===== src/pmb_pkg.sv =====
// package for the pattern memory board controller
// assumes: included before the interface and both modules
package pmb_pkg;
    // group select on the host address register
    localparam logic [1:0] GRP_CTRL  = 2'h2;
    localparam logic [1:0] GRP_MOD   = 2'h3;
    // group-two offsets
    localparam logic [3:0] OFS_WLOW  = 4'h0;
    localparam logic [3:0] OFS_WMID  = 4'h1;
    localparam logic [3:0] OFS_WHIGH = 4'h2;
    localparam logic [3:0] OFS_RLOW  = 4'h3;
    localparam logic [3:0] OFS_RMID  = 4'h4;
    localparam logic [3:0] OFS_RHIGH = 4'h5;
    localparam logic [3:0] OFS_ALOW  = 4'h6;
    localparam logic [3:0] OFS_AMID  = 4'h7;
    localparam logic [3:0] OFS_AHIGH = 4'h8;
    localparam logic [3:0] OFS_SLOW  = 4'h9;
    localparam logic [3:0] OFS_SMID  = 4'hA;
    localparam logic [3:0] OFS_SHIGH = 4'hB;
    localparam logic [3:0] OFS_PCTRL = 4'hC;
    // group-three offsets
    localparam logic [3:0] OFS_MODLIM = 4'h7;
    localparam logic [3:0] OFS_STATUS = 4'h8;
    localparam logic [3:0] OFS_CLKSEL = 4'h9;
    // field positions
    localparam int DIR_BIT    = 18;
    localparam int STROBE_BIT = 16;
    localparam int TRANSMIT_ENABLE_PIN_BIT   = 17;
    localparam int PLAY_BIT   = 0;
    // playback end address
    localparam logic [17:0] PATTERN_END = 18'h03FFF;
    // reset values
    localparam logic [1:0]  CLKSEL_RST = 2'h0;
    localparam logic [1:0]  DINSRC_RST = 2'h1;
    // data input bus sources
    typedef enum logic [1:0] {
        DIN_MEMORY = 2'b00,
        DIN_GROUND = 2'b01,
        DIN_HIZ    = 2'b10
    } din_src_t;
    // indirect access sequencer
    typedef enum logic [1:0] {
        ACC_IDLE  = 2'b00,
        ACC_ISSUE = 2'b01,
        ACC_WAIT  = 2'b10,
        ACC_GRAB  = 2'b11
    } acc_state_t;
endpackage


===== src/sram_if.sv =====
// interface between register front end and sram sequencer
// assumes: both ends on sample_data_clock
`timescale 1ns/1ps
`default_nettype none
interface sram_if;
    logic        start;
    logic        dirRead;
    logic [17:0] addr;
    logic [17:0] wdata;
    logic        play;
    logic [17:0] startAddr;
    logic        busy;
    logic        rdValid;
    logic [17:0] rdata;
    modport ctrl (output start, dirRead, addr, wdata, play, startAddr,
                  input busy, rdValid, rdata);
    modport seq  (input start, dirRead, addr, wdata, play, startAddr,
                  output busy, rdValid, rdata);
endinterface
`default_nettype wire


===== src/sram_sequencer.sv =====
// sram sequencer: single indirect accesses and continuous playback
// assumes: synchronous sram with one cycle of read latency
`timescale 1ns/1ps
`default_nettype none
module sram_sequencer (
    // clock and reset
    input  wire logic        sys_clk,
    input  wire logic        reset_n,
    // control side
    sram_if.seq              bus,
    // sram pins
    output logic [17:0]      sramAddr,
    output logic [17:0]      sramDout,
    output logic             sramDoutEn_n,
    output logic             sramWe_n,
    input  wire logic [17:0] sramDin,
    // playback word
    output logic [17:0]      playWord,
    output logic             playValid
);
    typedef struct packed {
        pmb_pkg::acc_state_t st;
        logic [17:0]         addr;
        logic                we_n;
        logic                rdValid;
        logic [17:0]         rdata;
        logic                playing;
        logic                fetched;
        logic [17:0]         word;
        logic                wordValid;
    } seq_t;
    seq_t s_r, s_nxt;

    // next address of the looping pattern
    function automatic logic [17:0] nextPlay(input logic [17:0] a, input logic [17:0] st);
        nextPlay = (a == pmb_pkg::PATTERN_END) ? st : a + 18'h00001;
    endfunction

    // access and playback sequencing
    always_comb begin
        s_nxt = s_r;
        s_nxt.rdValid = 1'b0;
        s_nxt.we_n = 1'b1;
        s_nxt.fetched = 1'b0;
        if (bus.play) begin
            // no idle cycle at the wrap
            s_nxt.addr = s_r.playing ? nextPlay(s_r.addr, bus.startAddr) : bus.startAddr;
            s_nxt.playing = 1'b1;
            s_nxt.fetched = s_r.playing;
            s_nxt.st = pmb_pkg::ACC_IDLE;
        end else begin
            s_nxt.playing = 1'b0;
            case (s_r.st)
                pmb_pkg::ACC_IDLE: begin
                    if (bus.start) begin
                        s_nxt.addr = bus.addr;
                        s_nxt.we_n = bus.dirRead;
                        s_nxt.st = pmb_pkg::ACC_ISSUE;
                    end
                end
                pmb_pkg::ACC_ISSUE: s_nxt.st = s_r.we_n ? pmb_pkg::ACC_WAIT : pmb_pkg::ACC_IDLE;
                pmb_pkg::ACC_WAIT:  s_nxt.st = pmb_pkg::ACC_GRAB;
                pmb_pkg::ACC_GRAB: begin
                    s_nxt.rdata = sramDin;
                    s_nxt.rdValid = 1'b1;
                    s_nxt.st = pmb_pkg::ACC_IDLE;
                end
                default: s_nxt.st = pmb_pkg::ACC_IDLE;
            endcase
        end
        s_nxt.wordValid = s_r.fetched;
        if (s_r.fetched) begin
            s_nxt.word = sramDin;
        end
    end

    // state register
    always_ff @(posedge sys_clk or negedge reset_n) begin
        if (!reset_n) begin
            s_r <= '0;
            s_r.we_n <= 1'b1;
        end else begin
            s_r <= s_nxt;
        end
    end

    assign sramAddr     = s_r.addr;
    assign sramDout     = bus.wdata;
    assign sramWe_n     = s_r.we_n;
    assign sramDoutEn_n = s_r.we_n;
    assign playWord     = s_r.word;
    assign playValid    = s_r.wordValid;
    assign bus.busy     = (s_r.st != pmb_pkg::ACC_IDLE);
    assign bus.rdValid  = s_r.rdValid;
    assign bus.rdata    = s_r.rdata;

    property p_wrap;
        @(posedge sys_clk) disable iff (!reset_n)
        (bus.play && s_r.playing && s_r.addr == pmb_pkg::PATTERN_END && $stable(bus.startAddr))
            |=> (s_r.addr == $past(bus.startAddr));
    endproperty
    a_wrap: assert property (p_wrap) else $error("playback did not wrap");

    property p_readgrab;
        @(posedge sys_clk) disable iff (!reset_n)
        (s_r.st == pmb_pkg::ACC_IDLE && bus.start && bus.dirRead && !bus.play)
            |-> ##4 bus.rdValid;
    endproperty
    a_readgrab: assert property (p_readgrab) else $error("read not captured");

    property p_write;
        @(posedge sys_clk) disable iff (!reset_n)
        (s_r.st == pmb_pkg::ACC_IDLE && bus.start && !bus.dirRead && !bus.play)
            |=> (!sramWe_n && sramAddr == $past(bus.addr));
    endproperty
    a_write: assert property (p_write) else $error("write not issued");
endmodule // sram_sequencer
`default_nettype wire


===== src/pattern_memory_board_controller.sv =====
// top: host register port, clock select, pattern output to modulator
// assumes: all logic on the selected data clock fed back as sys_clk
`timescale 1ns/1ps
`default_nettype none
// Operation
// - write-data registers drive the 18-bit word onto sram data for writes
// - read-data registers capture sram data during a read access
// - address bits 17..0 drive sram address; bit 18 high means read
// - writing the upper address register starts one sram access
// - start-address registers hold where playback begins
// - playback wraps to start after the fixed end address
// - playback bit set streams sram words to the modulator bus
// - bits 15..0 are the I/Q word, bit 16 drives the sample strobe
// - bit 17 drives the transmit enable pin
// - group-three reads up to 7 go to modulator, above to controller
// - group-three writes 0..7 are forwarded to the modulator
// - status register shows fifo full, overflow, empty, lock, interrupt
// - two-bit field selects the data clock source or three-states it
// - data bus source is memory, ground or high impedance
// - stopping transmission switches the bus source to ground
// - board reset clears all; soft reset only the modulator
// - sram and playback run on the selected data clock
// - host writes an address register then transfers data by epp
// - playback repeats with no idle cycles between passes
module pattern_memory_board_controller (
    // clock and reset
    input  wire logic        sys_clk,
    input  wire logic        reset_n,
    // epp host port
    input  wire logic        addrStrobe_n,
    input  wire logic        dataStrobe_n,
    input  wire logic        hostWrite_n,
    input  wire logic [7:0]  hostDin,
    output logic [7:0]       hostDout,
    output logic             hostDoutEn_n,
    output logic             hostWait,
    // controls outside the register map
    input  wire logic        softReset,
    input  wire logic [1:0]  dinSourceSel,
    // pattern sram
    output logic [17:0]      sramAddr,
    output logic [17:0]      sramDout,
    output logic             sramDoutEn_n,
    output logic             sramWe_n,
    input  wire logic [17:0] sramDin,
    // modulator interface registers
    output logic [2:0]       modAddr,
    output logic [7:0]       modWdata,
    output logic             modWrite,
    output logic             modRead,
    input  wire logic [7:0]  modRdata,
    // modulator pins
    input  wire logic        fifo_full_flag,
    input  wire logic        fifo_overflow_flag,
    input  wire logic        fifo_empty_flag,
    input  wire logic        pll_lock_flag,
    input  wire logic        modIrq,
    output logic [15:0]      dinBus,
    output logic             dinBusEn_n,
    output logic             input_sample_strobe,
    output logic             transmit_enable_pin,
    output logic             modReset_n,
    // clock select
    output logic [1:0]       data_clock_select,
    output logic             sample_data_clockEn_n
);
    typedef struct packed {
        logic [2:0]        dsSync;
        logic [2:0]        asSync;
        logic [7:0]        epAddr;
        logic [17:0]       wdata;
        logic [18:0]       addr;
        logic [17:0]       startAddr;
        logic              play;
        logic [1:0]        clkSel;
        pmb_pkg::din_src_t src;
        logic [17:0]       rdata;
        logic              start;
        logic [7:0]        dout;
        logic              doutEn;
        logic [4:0]        status0;
        logic [4:0]        status;
        logic              modWr;
        logic              modRd;
        logic [7:0]        modWd;
        logic              softRst;
        logic [11:0]       pinSync0;
        logic [11:0]       pinSync1;
    } top_t;
    top_t t_r, t_nxt;

    sram_if sb ();
    logic [17:0] playWord;
    logic        playValid;
    logic        dsFall;
    logic        asFall;
    logic [1:0]  grp;
    logic [3:0]  ofs;
    logic [7:0]  hostByte;
    logic        writeSync_n;
    logic [1:0]  srcSel;

    // register address split into group and offset
    function automatic logic isGroup(input logic [7:0] a, input logic [1:0] g);
        isGroup = (a[5:4] == g);
    endfunction

    assign grp    = t_r.epAddr[5:4];
    assign ofs    = t_r.epAddr[3:0];
    assign dsFall = t_r.dsSync[2] & ~t_r.dsSync[1];
    assign asFall = t_r.asSync[2] & ~t_r.asSync[1];
    // host and control pins after two flip-flops
    assign hostByte    = t_r.pinSync1[7:0];
    assign writeSync_n = t_r.pinSync1[8];
    assign srcSel      = t_r.pinSync1[10:9];

    // host strobe handling and register file
    always_comb begin
        t_nxt = t_r;
        t_nxt.dsSync = {t_r.dsSync[1:0], dataStrobe_n};
        t_nxt.asSync = {t_r.asSync[1:0], addrStrobe_n};
        t_nxt.status0 = {modIrq, pll_lock_flag, fifo_empty_flag,
                         fifo_overflow_flag, fifo_full_flag};
        t_nxt.status = t_r.status0;
        t_nxt.start = 1'b0;
        t_nxt.modWr = 1'b0;
        t_nxt.modRd = 1'b0;
        t_nxt.pinSync0 = {softReset, dinSourceSel, hostWrite_n, hostDin};
        t_nxt.pinSync1 = t_r.pinSync0;
        t_nxt.softRst = t_r.pinSync1[11];
        if (t_r.dsSync[1] && t_r.asSync[1]) begin
            t_nxt.doutEn = 1'b0;
        end
        if (sb.rdValid) begin
            t_nxt.rdata = sb.rdata;
        end
        // address cycle latches target register
        if (asFall && !writeSync_n) begin
            t_nxt.epAddr = hostByte;
        end else if (asFall) begin
            t_nxt.dout = t_r.epAddr;
            t_nxt.doutEn = 1'b1;
        end
        // data cycle
        if (dsFall && !writeSync_n) begin
            if (isGroup(t_r.epAddr, pmb_pkg::GRP_CTRL)) begin
                case (ofs)
                    pmb_pkg::OFS_WLOW:  t_nxt.wdata[7:0]   = hostByte;
                    pmb_pkg::OFS_WMID:  t_nxt.wdata[15:8]  = hostByte;
                    pmb_pkg::OFS_WHIGH: t_nxt.wdata[17:16] = hostByte[1:0];
                    pmb_pkg::OFS_ALOW:  t_nxt.addr[7:0]    = hostByte;
                    pmb_pkg::OFS_AMID:  t_nxt.addr[15:8]   = hostByte;
                    pmb_pkg::OFS_AHIGH: begin
                        t_nxt.addr[18:16] = hostByte[2:0];
                        t_nxt.start = 1'b1;
                    end
                    pmb_pkg::OFS_SLOW:  t_nxt.startAddr[7:0]   = hostByte;
                    pmb_pkg::OFS_SMID:  t_nxt.startAddr[15:8]  = hostByte;
                    pmb_pkg::OFS_SHIGH: t_nxt.startAddr[17:16] = hostByte[1:0];
                    pmb_pkg::OFS_PCTRL: t_nxt.play = hostByte[pmb_pkg::PLAY_BIT];
                    default: ;
                endcase
            end else if (isGroup(t_r.epAddr, pmb_pkg::GRP_MOD)) begin
                if (ofs <= pmb_pkg::OFS_MODLIM) begin
                    t_nxt.modWr = 1'b1;
                    t_nxt.modWd = hostByte;
                end else if (ofs == pmb_pkg::OFS_CLKSEL) begin
                    t_nxt.clkSel = hostByte[1:0];
                end
            end
        end
        if (dsFall && writeSync_n) begin
            t_nxt.doutEn = 1'b1;
            t_nxt.dout = 8'h00;
            if (isGroup(t_r.epAddr, pmb_pkg::GRP_CTRL)) begin
                case (ofs)
                    pmb_pkg::OFS_WLOW:  t_nxt.dout = t_r.wdata[7:0];
                    pmb_pkg::OFS_WMID:  t_nxt.dout = t_r.wdata[15:8];
                    pmb_pkg::OFS_WHIGH: t_nxt.dout = {6'h00, t_r.wdata[17:16]};
                    pmb_pkg::OFS_RLOW:  t_nxt.dout = t_r.rdata[7:0];
                    pmb_pkg::OFS_RMID:  t_nxt.dout = t_r.rdata[15:8];
                    pmb_pkg::OFS_RHIGH: t_nxt.dout = {6'h00, t_r.rdata[17:16]};
                    pmb_pkg::OFS_ALOW:  t_nxt.dout = t_r.addr[7:0];
                    pmb_pkg::OFS_AMID:  t_nxt.dout = t_r.addr[15:8];
                    pmb_pkg::OFS_AHIGH: t_nxt.dout = {5'h00, t_r.addr[18:16]};
                    pmb_pkg::OFS_SLOW:  t_nxt.dout = t_r.startAddr[7:0];
                    pmb_pkg::OFS_SMID:  t_nxt.dout = t_r.startAddr[15:8];
                    pmb_pkg::OFS_SHIGH: t_nxt.dout = {6'h00, t_r.startAddr[17:16]};
                    pmb_pkg::OFS_PCTRL: t_nxt.dout = {7'h00, t_r.play};
                    default:            t_nxt.dout = 8'h00;
                endcase
            end else if (isGroup(t_r.epAddr, pmb_pkg::GRP_MOD)) begin
                if (ofs <= pmb_pkg::OFS_MODLIM) begin
                    t_nxt.modRd = 1'b1;
                    t_nxt.doutEn = 1'b0;
                end else if (ofs == pmb_pkg::OFS_STATUS) begin
                    t_nxt.dout = {3'h0, t_r.status};
                end else if (ofs == pmb_pkg::OFS_CLKSEL) begin
                    t_nxt.dout = {6'h00, t_r.clkSel};
                end
            end
        end
        // forwarded read answer lands one cycle after the request
        if (t_r.modRd) begin
            t_nxt.dout = modRdata;
            t_nxt.doutEn = 1'b1;
        end
        // bus source follows playback start and stop
        if (srcSel == 2'h2) begin
            t_nxt.src = pmb_pkg::DIN_HIZ;
        end else if (t_r.play && srcSel == 2'h0) begin
            t_nxt.src = pmb_pkg::DIN_MEMORY;
        end else begin
            t_nxt.src = pmb_pkg::DIN_GROUND;
        end
    end

    // state register, board reset clears everything
    always_ff @(posedge sys_clk or negedge reset_n) begin
        if (!reset_n) begin
            t_r        <= '0;
            t_r.dsSync <= 3'h7;
            t_r.asSync <= 3'h7;
            t_r.softRst <= 1'b1; // modulator held in reset too
            t_r.clkSel <= pmb_pkg::CLKSEL_RST;
            t_r.src    <= pmb_pkg::din_src_t'(pmb_pkg::DINSRC_RST);
        end else begin
            t_r <= t_nxt;
        end
    end

    // sram runs on this same data clock
    assign sb.start     = t_r.start;
    assign sb.dirRead   = t_r.addr[pmb_pkg::DIR_BIT];
    assign sb.addr      = t_r.addr[17:0];
    assign sb.wdata     = t_r.wdata;
    assign sb.play      = t_r.play;
    assign sb.startAddr = t_r.startAddr;

    sram_sequencer u_seq (
        .sys_clk      (sys_clk),
        .reset_n      (reset_n),
        .bus          (sb.seq),
        .sramAddr     (sramAddr),
        .sramDout     (sramDout),
        .sramDoutEn_n (sramDoutEn_n),
        .sramWe_n     (sramWe_n),
        .sramDin      (sramDin),
        .playWord     (playWord),
        .playValid    (playValid)
    );

    // modulator pins from the playback word
    logic memOn;
    assign memOn = (t_r.src == pmb_pkg::DIN_MEMORY) && playValid;
    assign dinBus              = memOn ? playWord[15:0] : 16'h0000;
    assign dinBusEn_n          = (t_r.src == pmb_pkg::DIN_HIZ);
    assign input_sample_strobe = memOn & playWord[pmb_pkg::STROBE_BIT];
    assign transmit_enable_pin = memOn & playWord[pmb_pkg::TRANSMIT_ENABLE_PIN_BIT];
    assign modReset_n          = ~t_r.softRst;
    assign data_clock_select   = t_r.clkSel;
    assign sample_data_clockEn_n = (t_r.clkSel == 2'h3);
    assign modAddr      = ofs[2:0];
    assign modWdata     = t_r.modWd;
    assign modWrite     = t_r.modWr;
    assign modRead      = t_r.modRd;
    assign hostDout     = t_r.dout;
    assign hostDoutEn_n = ~t_r.doutEn;
    assign hostWait     = ~(t_r.dsSync[1] & t_r.asSync[1]);

    property p_stopground;
        @(posedge sys_clk) disable iff (!reset_n)
        (!t_r.play && dinSourceSel == 2'h0) |=> (dinBus == 16'h0000);
    endproperty
    a_stopground: assert property (p_stopground) else $error("bus not grounded");

    property p_transmit_enable_pin;
        @(posedge sys_clk) disable iff (!reset_n)
        memOn |-> (transmit_enable_pin == playWord[17] && dinBus == playWord[15:0]);
    endproperty
    a_transmit_enable_pin: assert property (p_transmit_enable_pin) else $error("pattern bits misrouted");

    property p_start;
        @(posedge sys_clk) disable iff (!reset_n)
        (dsFall && !hostWrite_n && grp == pmb_pkg::GRP_CTRL && ofs == pmb_pkg::OFS_AHIGH)
            |=> t_r.start;
    endproperty
    a_start: assert property (p_start) else $error("access not started");

    property p_fwd;
        @(posedge sys_clk) disable iff (!reset_n)
        (dsFall && !hostWrite_n && grp == pmb_pkg::GRP_MOD && ofs <= pmb_pkg::OFS_MODLIM)
            |=> (modWrite && modWdata == $past(hostDin));
    endproperty
    a_fwd: assert property (p_fwd) else $error("write not forwarded");

    property p_clk;
        @(posedge sys_clk) disable iff (!reset_n)
        (dsFall && !hostWrite_n && grp == pmb_pkg::GRP_MOD && ofs == pmb_pkg::OFS_CLKSEL)
            |=> (data_clock_select == $past(hostDin[1:0]));
    endproperty
    a_clk: assert property (p_clk) else $error("clock select lost");
endmodule // pattern_memory_board_controller
`default_nettype wire


===== config.mk =====
export PLATFORM = sky130hd
export DESIGN_NAME = pattern_memory_board_controller
export DESIGN_NICKNAME = d
export VERILOG_FILES = /design/src/pmb_pkg.sv /design/src/sram_if.sv /design/src/sram_sequencer.sv /design/src/pattern_memory_board_controller.sv
export SDC_FILE = /design/constraint.sdc
export NUM_CORES = 1
export LEC_CHECK = 0
export ABC_CLOCK_PERIOD_IN_PS = 2490
export BUFFER_PORTS_ARGS = -buffer_cell sky130_fd_sc_hd__buf_4
export CAP_MARGIN = 20
export CORE_MARGIN = 2
export CORE_UTILIZATION = 50
export CTS_CLUSTER_SIZE = 10
export DETAILED_ROUTE_END_ITERATION = 16
export PLACE_DENSITY = 0.71
export SLEW_MARGIN = 20
export SYNTH_ARGS = -nofsm -noshare
export SYNTH_HDL_FRONTEND = slang
export SYNTH_SLANG_ARGS = --single-unit
export TNS_END_PERCENT = 50

===== constraint.sdc =====
create_clock -name sys_clk -period 2.49 [get_ports sys_clk]
set_input_delay 0.3735 -clock sys_clk [delete_from_list [all_inputs] [get_ports sys_clk]]
set_output_delay 0.3735 -clock sys_clk [all_outputs]
set_load 0.05 [all_outputs]

[After elaboration in Yosys (flattened, before gate mapping)]
Index checks and enable logic that the tools add are counted.
Operators by class
  add/subtract/negate cells: 1
  magnitude comparators: 1
  equality and inequality tests: 23
  muxes and demuxes: 35
  bitwise operators: 13
  reductions and logical operators: 29
Operator list (number)
  $pmux W8 S13: 1
  $mux W9: 5
  $mux W20: 2
  $mux W19: 2
  $mux W18: 2
  $reduce_and A3 Y1: 10
  $mux W8: 3
  $mux W21: 1
  $eq A4 B4 Y1 const B: 5
  $add A18 B1 Y18 const B: 1
  $eq A18 B14 Y1 const B: 1
  $eq A4 B3 Y1 const B: 4
  $mux W16: 1
  $eq A2 B2 Y1 const B: 7
  $mux W1: 14
  $eq A4 B2 Y1 const B: 2
  $not A1 Y1: 8
  $pmux W2 S4: 1
  $logic_and A1 B1 Y1: 6
  $logic_not A2 Y1: 3
  $mux W2: 3
  $reduce_and A2 Y1: 3
  $and A1 B1 Y1: 5
  $reduce_and A5 Y1: 1
  10 further kinds: 11
Word-level totals
  bits in registers: 208
  input port bits: 47
  output and inout bits: 84
  logic and storage cells: 138

[Longest topological paths before layout]
Gate-level depths: netlist (run 1).
  word-level depth: 8
  gate-level depth with buffers: 8
  gate-level depth less buffers: 7

[By module]
A second synthesis (run 1) with hierarchy kept.
Second synthesis, totals
  cells, all modules: 839
  area, all modules: 9853.2 um^2
Modules (own cells, without submodules)
  pattern_memory_board_controller: instances 1, cells an instance 496, area each 6348.6 um^2, seq. area each 3688.5 um^2
  sram_sequencer: instances 1, cells an instance 343, area each 3504.6 um^2, seq. area each 1527.7 um^2

[Least setup slack after synthesis (run 1)]
No wires, ideal clock.
  path type: register -> register
  start point: register t_r[146] (netlist name)
  end point: register t_r, in the netlist sb.addr[10]
  setup time: 0.125 ns
  arrival time: 1.784 ns
  required time: 2.365 ns
  setup slack: 0.581 ns
  cell stages (with the launch flop): 5
  buffers on the path: 0
  period minus slack after synthesis: 1.909 ns
  path through: dfstp_2 > nand2_1 > or4_4 > nor3_4 > mux2_2
Between the ends
  word-level cells in the longest chain between the ends: 3
RTL lines
  start, declared: RTL line pattern_memory_board_controller.sv:90  | top_t t_r, t_nxt;
  start signal, assigned: RTL line pattern_memory_board_controller.sv:228  | t_r <= t_nxt;
  $and A1 B1 Y1: RTL line pattern_memory_board_controller.sv:110  | assign dsFall = t_r.dsSync[2] & ~t_r.dsSync[1];
  $logic_and A1 B1 Y1: RTL line pattern_memory_board_controller.sv:145  | if (dsFall && !writeSync_n) begin
  $reduce_and A3 Y1 (no line)
Every way passes these cells.
A chain may end at the register's enable or synchronous reset.

[Worst setup path after layout (run 1)]
  start point: register t_r, in the netlist modAddr[2]
  end point: register t_r, in the netlist hostDout[0]
Between the ends
  word-level cells in the longest chain between the ends: 8
  elaborated cells between the ends (all ways): 22
  classes of those cells: order compare: 1; eq/ne: 12; mux: 8; reduce/logical: 1
RTL lines
  $eq A4 B4 Y1: RTL line pattern_memory_board_controller.sv:176, pattern_memory_board_controller.sv:198
  $mux W2: RTL line pattern_memory_board_controller.sv:198  | end else if (ofs == pmb_pkg::OFS_CLKSEL) begin
  $mux W8: RTL line pattern_memory_board_controller.sv:196  | end else if (ofs == pmb_pkg::OFS_STATUS) begin
  $mux W8: RTL line pattern_memory_board_controller.sv:193  | if (ofs <= pmb_pkg::OFS_MODLIM) begin
  $mux W9: RTL line pattern_memory_board_controller.sv:192  | end else if (isGroup(t_r.epAddr, pmb_pkg::GRP_MOD)) begin
  $mux W8 *: RTL line pattern_memory_board_controller.sv:175  | if (isGroup(t_r.epAddr, pmb_pkg::GRP_CTRL)) begin
  $mux W9 *: RTL line pattern_memory_board_controller.sv:172  | if (dsFall && writeSync_n) begin
  $mux W9 *: RTL line pattern_memory_board_controller.sv:204  | if (t_r.modRd) begin
Mark *: on every way between the ends. The rest lies on a longest branch, timed or not.

==> results of run 1 <==
-- metrics by stage --
step / utilization, % / setup WS, ps / instance area, sq um / cells
final: 60.7 / 252 / 11300 / 1165
after global routing: 60.7 / 44.9 / 11300 / 1165
after CTS: 60.7 / 233 / 11300 / 1165
after detailed placement: 55.7 / 254 / 10400 / 1100
after global placement: 55.7 / 278 / 10400 / 1100
after floorplan: - / 581 / 9540 / 806
-- timing repair --
action                                  CTS  global route
endpoints found under the setup margin    0             0
hold endpoints to repair                 76             0
hold buffers                             20             0
setup buffers                             0             0
-- cells by family after synthesis --
kind of cell,Yosys count,share of synthesized area [%]
buffers and inverters,114,7.31
AND/OR/NAND/NOR,216,11.7
flip-flops,208,54.7
multiplexers,142,16.5
adder cells (fa/ha/maj),1,0.131
AO/OA/AOI/OAI,109,8.15
XOR/XNOR,16,1.47
-- per-layer routing --
| metal | global-route usage (%) | vias to the layer above |
|---|---|---|
| met4 | 7.05 | 0 |
| met3 | 3.67 | 45 |
| li1 | - | 2984 |
| met5 | 0 | - |
| met1 | 34.9 | 3229 |
| met2 | 36.8 | 224 |
-- registers in the layout (all words and copies together) (netlist names), 2 cells and up --
register / cells
t_r: 32
t_nxt: 22
sb.addr: 18
sb.startAddr: 18
sb.wdata: 18
u_seq.bus.rdata: 18
u_seq.playWord: 18
u_seq.sramAddr: 18
hostByte: 8
hostDout: 8
modWdata: 8
modAddr: 3
u_seq.s_r: 3
data_clock_select: 2
grp: 2
srcSel: 2
-- power by group through the flow --
stage          logic [uW]  registers [uW]  clock network, uW
2_1_floorplan        2140            4330                  0
3_3_place_gp         2450            4670                  0
3_5_place_dp         2480            4690                  0
4_1_cts              2510            4640               3330
5_1_grt              2690            4720               3480
6_report             2500            4640               3260
-- final cells by class --
type,instances,area [sq um],area share [%]
repair buffers,178,1420,12.5
clock inverters,2,17.5,0.154
multi-input cells,484,3630,32.0
well taps,234,293,2.58
clock buffers,43,713,6.29
flip-flops and latches,208,5220,46.0
inverters,16,60.1,0.529
-- critical path, cell delays in order (launching register included) --
cell and delay (ps):
dfrtp_1 610, buf_4 290, and2_1 200, and2_1 180, a221oi_1 270, o21ai_0 160
a221oi_1 290, o21ai_1 100
-- cells in the mapped netlist (12+ instances only) --
cell type / count / area (sq um)
nor3_1: 12 / 60.1
o21ai_0: 21 / 105
dfrtp_1: 199 / 4980
and2_1: 22 / 138
mux2i_1: 29 / 290
mux2_2: 111 / 1250
nor2_1: 30 / 113
clkbuf_1: 22 / 82.6
nand2_1: 88 / 330
buf_4: 60 / 450
inv_1: 15 / 56.3
a21oi_1: 20 / 100
o211ai_1: 12 / 90.1
-- how the worst min path moves through the flow --
stage,to,start,cells past startpoint,slack (ps)
5_1_grt,u_seq.bus.rdata[2],sramDin[2],3,60
3_5_place_dp,hostByte[0],t_nxt[0],0,330
2_1_floorplan,data_clock_select[0],reset_n,0,80
6_report,u_seq.bus.rdata[10],sramDin[10],3,60
3_3_place_gp,t_r[36],t_nxt[36],0,330
4_1_cts,u_seq.bus.rdata[16],sramDin[16],3,50
==> impl_results.md, run 1 <==
- Crit path DAT: between 2000 and 3000 ps
- Vias in the first global route: 6426
- Routed length on met3: about 1.3 mm
- Most common cell after layout, fill and taps aside: dfrtp_1
- Post-synth EDFFs: 0
- DR iter-0 viols: between 300 and 400
- Worst R2R Setup Slack: approximately 250 ps
- Worst r2r src: modAddr[2]
- Final Power: roughly 10000 uW
- WL met1: around 11 mm
- P_leak: 0.00533 uW
- DR WL met2: 10.8 mm
- Worst setup EP type: flip-flop
- Final Skew: approximately 14 ps
- Slew Limit Fails: 0
- Setup TNS: 0 ps
- Initial Util: 51.0%
- Max-Slew Margin vs Limit: a little under 50%
- Share of post-route cells with drive strength above 1: a little over a third
- Via Count: between 6000 and 7000
- RR Endpoint: hostDout[0]
- Final ANT Viol Nets: 0
- Post-CTS Resized: 0
- Final #Nets: a little under 1000
- Num rows: 50
- Hold slack: approximately 60 ps
- CTS tree: yes
- Max layer used: met4
- Fmax: about 450 MHz
- CP required: 2880 ps
- Power share of the clock group: 31.4%
- Total track usage: roughly a quarter
- Total core area: approximately 19000 sq um
- Sequential-to-total area share from yosys stat: between 50% and 60%
- Max Cap Viol: 0
- Vias per cell: between 5 and 6
- Initial antenna violation count: 0
- CP max FO: 17
- Htree depth: 1
- Cell Pwr Density: between 900 and 1000 nW/um^2
- Critical path destination: hostDout[0]
- CTS max path bufs: 3
- Sequential Power Share: about 45%
- Clk sinks: around 210
- Status: completed
- Final HPWL DP: roughly 17 mm
- Area delta synth->final: 19.0%
- Ys flop type: dfrtp_1
- I/O Buffers: 130
- CTS clock-pin slew for the worst setup and hold paths: 60 ps
- Final Hold Viols: 0
- CP startpoint: modAddr[2]
- Die outline width: about 140 microns
- Clk Tree Root Cell: clkbuf_16
- DR DRC count: 0
- Combinational share of power: a little under a quarter
- Largest net degree at the start of global routing: 66
- # IOs: between 100 and 150
- Internal power: 6950 uW
- Num CTS Buffers: 25
- WL final: ~24 mm
- Final RePlAce weighted congestion: between 0.9 and 1
- Cell variety after synth: 65
- DRT Pass-1 Iters: 5
- Final setup fails: 0
- # diodes: 0
- RSZ-0062 raised after global routing: false
- Final period utilization: roughly 90%
- Hold Path Class: input pin to flip-flop
- Most frequent cells in the layout: 199 x dfrtp_1, 155 x buf_4, 111 x mux2_2, 88 x nand2_1, 30 x nor2_1
- First-pass GRT wire length: roughly 37 mm
- Worst-Margin Slew: 776 ps
- Ys Warns: 0
- Critical Path Start Type: flip-flop
- GRT Residual Overflow: 0
- Clock Latency Late Sink: between 500 and 600 ps
- Crit Path Class: flip-flop to flip-flop
- Net Switching: roughly 3500 uW
- FF+latch count, synth: roughly 210
- VDD IR max: between 0.4 and 0.5 mV
- Die height: 142 microns
- Shortest period the worst path allows: about 2200 ps
- Average size of a mapped cell: around 12 sq um
- Sw Share: 33.2%
- Worst R2R Path Depth: 7
- Mapped Area: between 9000 and 10000 sq um
- Wire length per cell: about 20 microns
- FILL cells: roughly 1500
- Syn Nets: 854
- Async S/R FF share, synth: 100%
- Die ar.: approximately 20000 sq um
- Synth Instances: ~810
Note: power is estimated with default switching activity, not from simulation.
==> run 2, diff against run 1 <==
--- a/config.mk
+++ b/config.mk
@@ -10,6 +10,7 @@
 export CAP_MARGIN = 20
 export CORE_MARGIN = 2
 export CORE_UTILIZATION = 50
+export CTS_BUF_LIST = sky130_fd_sc_hd__clkbuf_16
 export CTS_CLUSTER_SIZE = 10
 export DETAILED_ROUTE_END_ITERATION = 16
 export PLACE_DENSITY = 0.71
==> run 2 against run 1 <==
Sequential share of layout area rose by 0.081 points. Combinational power barely moved. First-iteration DRC count rose by 6.0%. Maximum frequency fell by 0.99%. Wire length barely moved. Register-to-register slack got worse by 20 ps. Global-route usage barely moved. Flip-flop and latch count did not move. Final area fell by 0.18%. Critical endpoint is now hostDout[4].
==> impl_results.md, run 2 (same netlist as run 1, synthesis figures left out) <==
- Status: completed
- Clock Latency Late Sink: ~520 ps
- Final core occ: about three fifths
- Top Usage Layer GRT: met2
- Cell Count Post-Placement: between 1000 and 1500
- GR Util met3: 3.67%
- Critical Path Start Type: flip-flop
- First-pass GRT wire length: roughly 37 mm
- Vias per cell: approximately 5.6
- Area of the multi-input gates: about 3600 sq um
- Hold Path Class: input pin to flip-flop
- WHS Endpoint: u_seq.bus.rdata[10]
- DR iter-0 viols: 388
- Clk Tree Root Cell: clkbuf_16
- Total track usage: a little under a quarter
- Htree depth: 1
- Most frequent cells in the layout: 199 x dfrtp_1, 155 x buf_4, 111 x mux2_2, 88 x nand2_1, 31 x inv_1
- Die ar.: between 20000 and 25000 sq um
- DRT Pass-1 Iters: 4
- # diodes: 0
- Final Power: ~10000 uW
- RSZ-0062 raised after global routing: false
- Worst R2R Path Depth: 5
- Max Cap Viol: 0
- Worst setup EP type: flip-flop
- Final Skew: approximately 12 ps
- Worst R2R Setup Slack: approximately 230 ps
- Worst r2r src: modAddr[0]
- Clk sinks: ~210
- RR Endpoint: hostDout[4]
- CP delay by family, top: compound AO/OA/AOI/OAI gates
- Sequential cell area: 5220 sq um
- Hold-critical path depth: 3
- Wire length per cell: slightly above 20 microns
- CTS clock-pin slew for the worst setup and hold paths: around 60 ps
- CP max FO: 16
- Most common cell after layout, fill and taps aside: dfrtp_1
- Final Hold Viols: 0
- Final ANT Viol Nets: 0
- Slew Limit Fails: 0
- Post-CTS Resized: 0
- WL final: 23.6 mm
- Initial antenna violation count: 0
- Via Count: 6469
- Setup TNS: 0 ps
- Final HPWL DP: ~17 mm
- Crit Path Class: flip-flop to flip-flop
- Vias in the first global route: around 6400
- CTS tree: yes
- Die outline width: roughly 140 microns
- Share of post-route cells with drive strength above 1: a little over a third
- Crit path DAT: around 2700 ps
- Final #Nets: slightly below 1000
- # IOs: between 100 and 150
- Final Non-Filler Cells: approximately 1200
- Num CTS Buffers: 25
- Total core area: ~19000 sq um
- Final setup fails: 0
- Crit path buffers/inverters: 1
- P_leak: between 0.005 and 0.006 uW
- Worst Hold Launch: sramDin[10]
- Num rows: 50
- Max-Slew Margin vs Limit: around half
- CP Depth: 5
- Worst-Margin Slew: around 770 ps
- DR DRC count: 0
- Cell Pwr Density: about 910 nW/um^2
- Largest net degree at the start of global routing: 66
- Max FFs per register: 32
- Critical path cell sequence: buf_4, or2_2, a311oi_4, o21ai_0, a32oi_1
- CP required: 2920 ps
- VDD IR max: between 0.4 and 0.5 mV
- FILL cells: ~1500
- Global Route met1 Usage: a little over a third
- Reg with most FFs: t_r
- Final period utilization: 90.8%
- Area delta synth->final: 18.8%
- CP max stage delay: between 500 and 600 ps
- Die height: about 140 microns
- Fmax: ~440 MHz
- Crit-path slowest cell: dfrtp_1
- Shortest period the worst path allows: roughly 2300 ps
- Met2 usage: between 30 and 40%
- I/O Buffers: 130
- Initial Util: between 50% and 60%
- CTS max path bufs: 3
- Final RePlAce weighted congestion: about 0.96
- GRT Residual Overflow: 0
-- run 2: changes by cell type in the layout (fill, tap and decap cells not counted) --
cell and change:
clkbuf_1 -16, clkinv_1 +2, clkbuf_8 -2, inv_1 +16
-- run 2: how the worst max path moves through the flow --
stage | startpoint | endpoint | slack (ps)
global placement | modAddr[0] | hostDout[4] | 280
global route | modAddr[2] | hostDout[0] | 40
detailed placement | modAddr[0] | hostDout[4] | 250
CTS | modAddr[0] | hostDout[4] | 230
finish | modAddr[0] | hostDout[4] | 230
floorplan | t_r[146] | sb.addr[10] | 580
-- run 2: worst reg2reg max path: stages (launching register included) --
cell,delay (ps)
dfrtp_1,580
buf_4,310
or2_2,390
a311oi_4,500
o21ai_0,210
a32oi_1,200
-- run 2: per-layer routing --
layer | wire [microns] | share of wire [%]
met1 | 10800 | 46
met2 | 10800 | 46
met3 | 1290 | 5.5
met4 | 648 | 2.7
met5 | 0 | 0
-- run 2: per-stage QoR --
stage | hold WS, ps | worst slack (ps) | area, sq um
5_1_grt | 57.4 | 44.9 | 11300
2_1_floorplan | 77.9 | 581 | 9540
4_1_cts | 45.5 | 234 | 11300
3_3_place_gp | 333 | 278 | 10400
3_5_place_dp | 335 | 254 | 10400
6_report | 61.7 | 230 | 11300
-- run 2: area by class of cell --
cell class	instances	area share, %
sequential	208	46.1
tap	234	2.59
timing repair buffer	178	12.5
clock buffer	25	5.52
clock inverter	20	0.751
inverter	16	0.530
multi-input combinational	484	32.0
-- run 2: what timing repair did --
action                                 CTS  global route
setup buffers                            0             0
hold buffers                            20             0
endpoints found under the hold margin   76             0
-- run 2: power breakdown --
| group | switching, uW | internal [uW] | leakage, uW |
|---|---|---|---|
| logic | 1480 | 1020 | 0.00230 |
| clock network | 1330 | 1800 | 0.000405 |
| registers | 647 | 4000 | 0.00268 |
| total | 3450 | 6820 | 0.00538 |
==> run 3, diff against run 2 <==
--- a/config.mk
+++ b/config.mk
@@ -17,5 +17,6 @@
 export SLEW_MARGIN = 20
 export SYNTH_ARGS = -nofsm -noshare
 export SYNTH_HDL_FRONTEND = slang
+export SYNTH_HIERARCHICAL = 1
 export SYNTH_SLANG_ARGS = --single-unit
 export TNS_END_PERCENT = 50
==> run 3 against run 2 <==
Combinational power is essentially flat. Die area grew 3.2%. Worst hold slack gained 9.4 ps. Critical path type unchanged.
==> impl_results.md, run 3 <==
- Worst Hold Launch: sramDin[6]
- Crit Path Class: flip-flop to flip-flop
- Cell Pwr Density: 895 nW/um^2
- Max FFs per register: 32
- Synth top area cells: dfrtp_1 51%, mux2_2 13%, buf_4 7.2%
- Worst r2r src: modAddr[2]
- Setup Buffers After CTS: 0
- Die height: 144 microns
- P_leak: 0.00543 uW
- VDD IR max: a little over 0.7 mV
- Worst-Margin Slew: roughly 800 ps
- Synth Instances: 839
- Cell with the most instances after synthesis: dfrtp_1
- Average size of a mapped cell: between 10 and 15 sq um
- CTS tree: yes
- Die ar.: approximately 21000 sq um
- Area share of the largest cell type after synthesis: 50.5%
- RR Endpoint: hostDout[0]
- I/O Buffers: 130
- FILL cells: roughly 1700
- Ys Warns: 6
- Clk Tree Root Cell: clkbuf_16
- Final ANT Viol Nets: 0
- Die outline width: roughly 140 microns
- Fmax: ~430 MHz
- Num rows: slightly above 50
- Synth area leader: dfrtp_1
- Share of post-route cells with drive strength above 1: a little over a third
- Setup TNS: 0 ps
- Commonest cells post-synth: 199 x dfrtp_1, 117 x mux2_2, 94 x buf_4
- Combinational share of power: between 20% and 30%
- DR DRC count: 0
- Post-synth EDFFs: 0
- Initial Util: between 50 and 60%
- Wire length per cell: ~20 microns
- Max Cap Viol: 0
- Num CTS Buffers: 25
- Hold-critical path depth: 3
- Hold Path Class: input pin to flip-flop
- Most common cell after layout, fill and taps aside: dfrtp_1
- Net Switching: 3380 uW
- Shortest period the worst path allows: around 2300 ps
- RSZ-0062 raised after global routing: false
- Sw Share: roughly a third
- Final setup fails: 0
- Worst R2R Setup Slack: 180 ps
- Syn Nets: 887
- Final Skew: between 8 and 9 ps
- Area delta synth->final: 16.1%
- CTS max path bufs: 3
- Worst setup EP type: flip-flop
- Most frequent cells in the layout: 199 x dfrtp_1, 152 x buf_4, 117 x mux2_2, 87 x nand2_1, 46 x mux2i_1
- Critical Path Start Type: flip-flop
- Final period utilization: around 90%
- Initial antenna violation count: 0
- Reg with most FFs: t_r
- Power share of the clock group: a little over 30%
- Final HPWL DP: 16.6 mm
- Internal power: slightly below 7000 uW
- Via Count: about 6500
- Sequential-to-total area share from yosys stat: between 50% and 60%
- Clock Latency Late Sink: approximately 510 ps
- Area of the multi-input gates: between 3000 and 4000 sq um
- Vias per cell: roughly 5.4
- # diodes: 0
- DR iter-0 viols: around 480
- GRT Residual Overflow: 0
- Final RePlAce weighted congestion: around 0.95
- Final Hold Viols: 0
- Vias in the first global route: 6525
- CP required: about 2900 ps
- Sequential cell area: between 5000 and 6000 sq um
- Ys flop type: dfrtp_1
- Slew Limit Fails: 0
- Cell variety after synth: between 60 and 70
- WL final: around 23 mm
- Post-CTS Resized: 0
- Hold slack: between 70 and 80 ps
- Sequential Power Share: 45.0%
- First-pass GRT wire length: ~37 mm
- CTS clock-pin slew for the worst setup and hold paths: about 60 ps
- Worst R2R Path Depth: 5
- Htree depth: 1
- Status: completed
- Total track usage: roughly 23%
- CP max FO: 21
- Crit path DAT: roughly 2700 ps
- Mapped Area: around 10000 sq um
- Max-Slew Margin vs Limit: 45.5%
- Clk sinks: between 200 and 250
- Largest net degree at the start of global routing: 71
- Final #Nets: between 900 and 1000
- # IOs: 131
- DRT Pass-1 Iters: 4
- Async S/R FF share, synth: 100%
- WHS Endpoint: u_seq/bus.rdata[6]
- Total core area: a little under 20000 sq um
- FF+latch count, synth: about 210
## run 3: changes by cell type after synthesis, sizes merged, moves of 6 or more
cell    previous run  this run
a21oi             20        14
buf               76       104
clkbuf            22        29
mux2i             29        46
nand3             10        20
nor2              34        14
nor2b             12        18
nor3              14         6
o211ai            12         1
o21ai             25        14
## run 3: power by group through the flow
stage          logic [uW]  clock network, uW  registers (uW)
5_1_grt              2740               3340            4680
3_3_place_gp         2470                  0            4640
6_report             2530               3100            4610
3_5_place_dp         2510                  0            4660
4_1_cts              2550               3180            4610
2_1_floorplan        2300                  0            4340
## run 3: metal layers
layer	routed length [microns]	GRT usage, %
met5	0	0
met4	421	5.31
met3	1250	3.25
met2	11100	36.8
met1	10600	34.0
## run 3: what timing repair did
item,CTS,global route
endpoints found under the setup margin,0,0
hold buffers,20,0
hold endpoints to repair,80,0
## run 3: per-stage QoR
stage | setup slack (ps) | util (%) | instances | area, sq um | total power [uW]
after floorplan | 355 | - | 839 | 9850 | 6640
after global placement | 282 | 54.3 | 1128 | 10500 | 7110
after detailed placement | 229 | 54.3 | 1128 | 10500 | 7170
after CTS | 218 | 59.0 | 1193 | 11400 | 10300
after global routing | 90.2 | 59.0 | 1193 | 11400 | 10800
final | 185 | 59.0 | 1193 | 11400 | 10200
## run 3: worst max-delay path by stage
stage          slack (ps)              start            endpoint  depth (start not counted)
2_1_floorplan         360  u_seq/sramAddr[0]  u_seq/sramAddr[13]                          8
5_1_grt                90         modAddr[2]         hostDout[2]                          6
3_5_place_dp          230  u_seq/sramAddr[1]   u_seq/sramAddr[5]                          7
4_1_cts               220  u_seq/sramAddr[1]   u_seq/sramAddr[5]                          7
3_3_place_gp          280           t_r[146]         sb.wdata[2]                          5
6_report              180         modAddr[2]         hostDout[0]                          5
## run 3: cell type report
cell class | instances | share of cell area, %
Inverter | 15 | 0.492
Sequential cell | 208 | 45.6
Clock inverter | 20 | 0.700
Timing Repair Buffer | 177 | 12.5
Tap cell | 265 | 2.90
Multi-Input combinational cell | 483 | 32.3
Clock buffer | 25 | 5.47
## run 3: logic make-up (layout without fill, tap and decap cells)
logic type | count (synthesis) | in the layout | share of synthesized area, %
AOI/OAI and AO/OA | 87 | 87 | 6.04
xor gates and xnor gates | 15 | 15 | 1.33
muxes | 163 | 163 | 18.0
buffers and inverters | 148 | 237 | 9.55
and+or+nand+nor | 217 | 217 | 12.0
DFF | 208 | 208 | 52.9
adders and majority gates | 1 | 1 | 0.127
## run 3: worst max-delay path: stages (launching register included)
cell,delay [ps]
dfrtp_1,830
mux2_2,410
a221oi_1,310
a211oi_1,120
nor4_1,380
o31ai_1,130
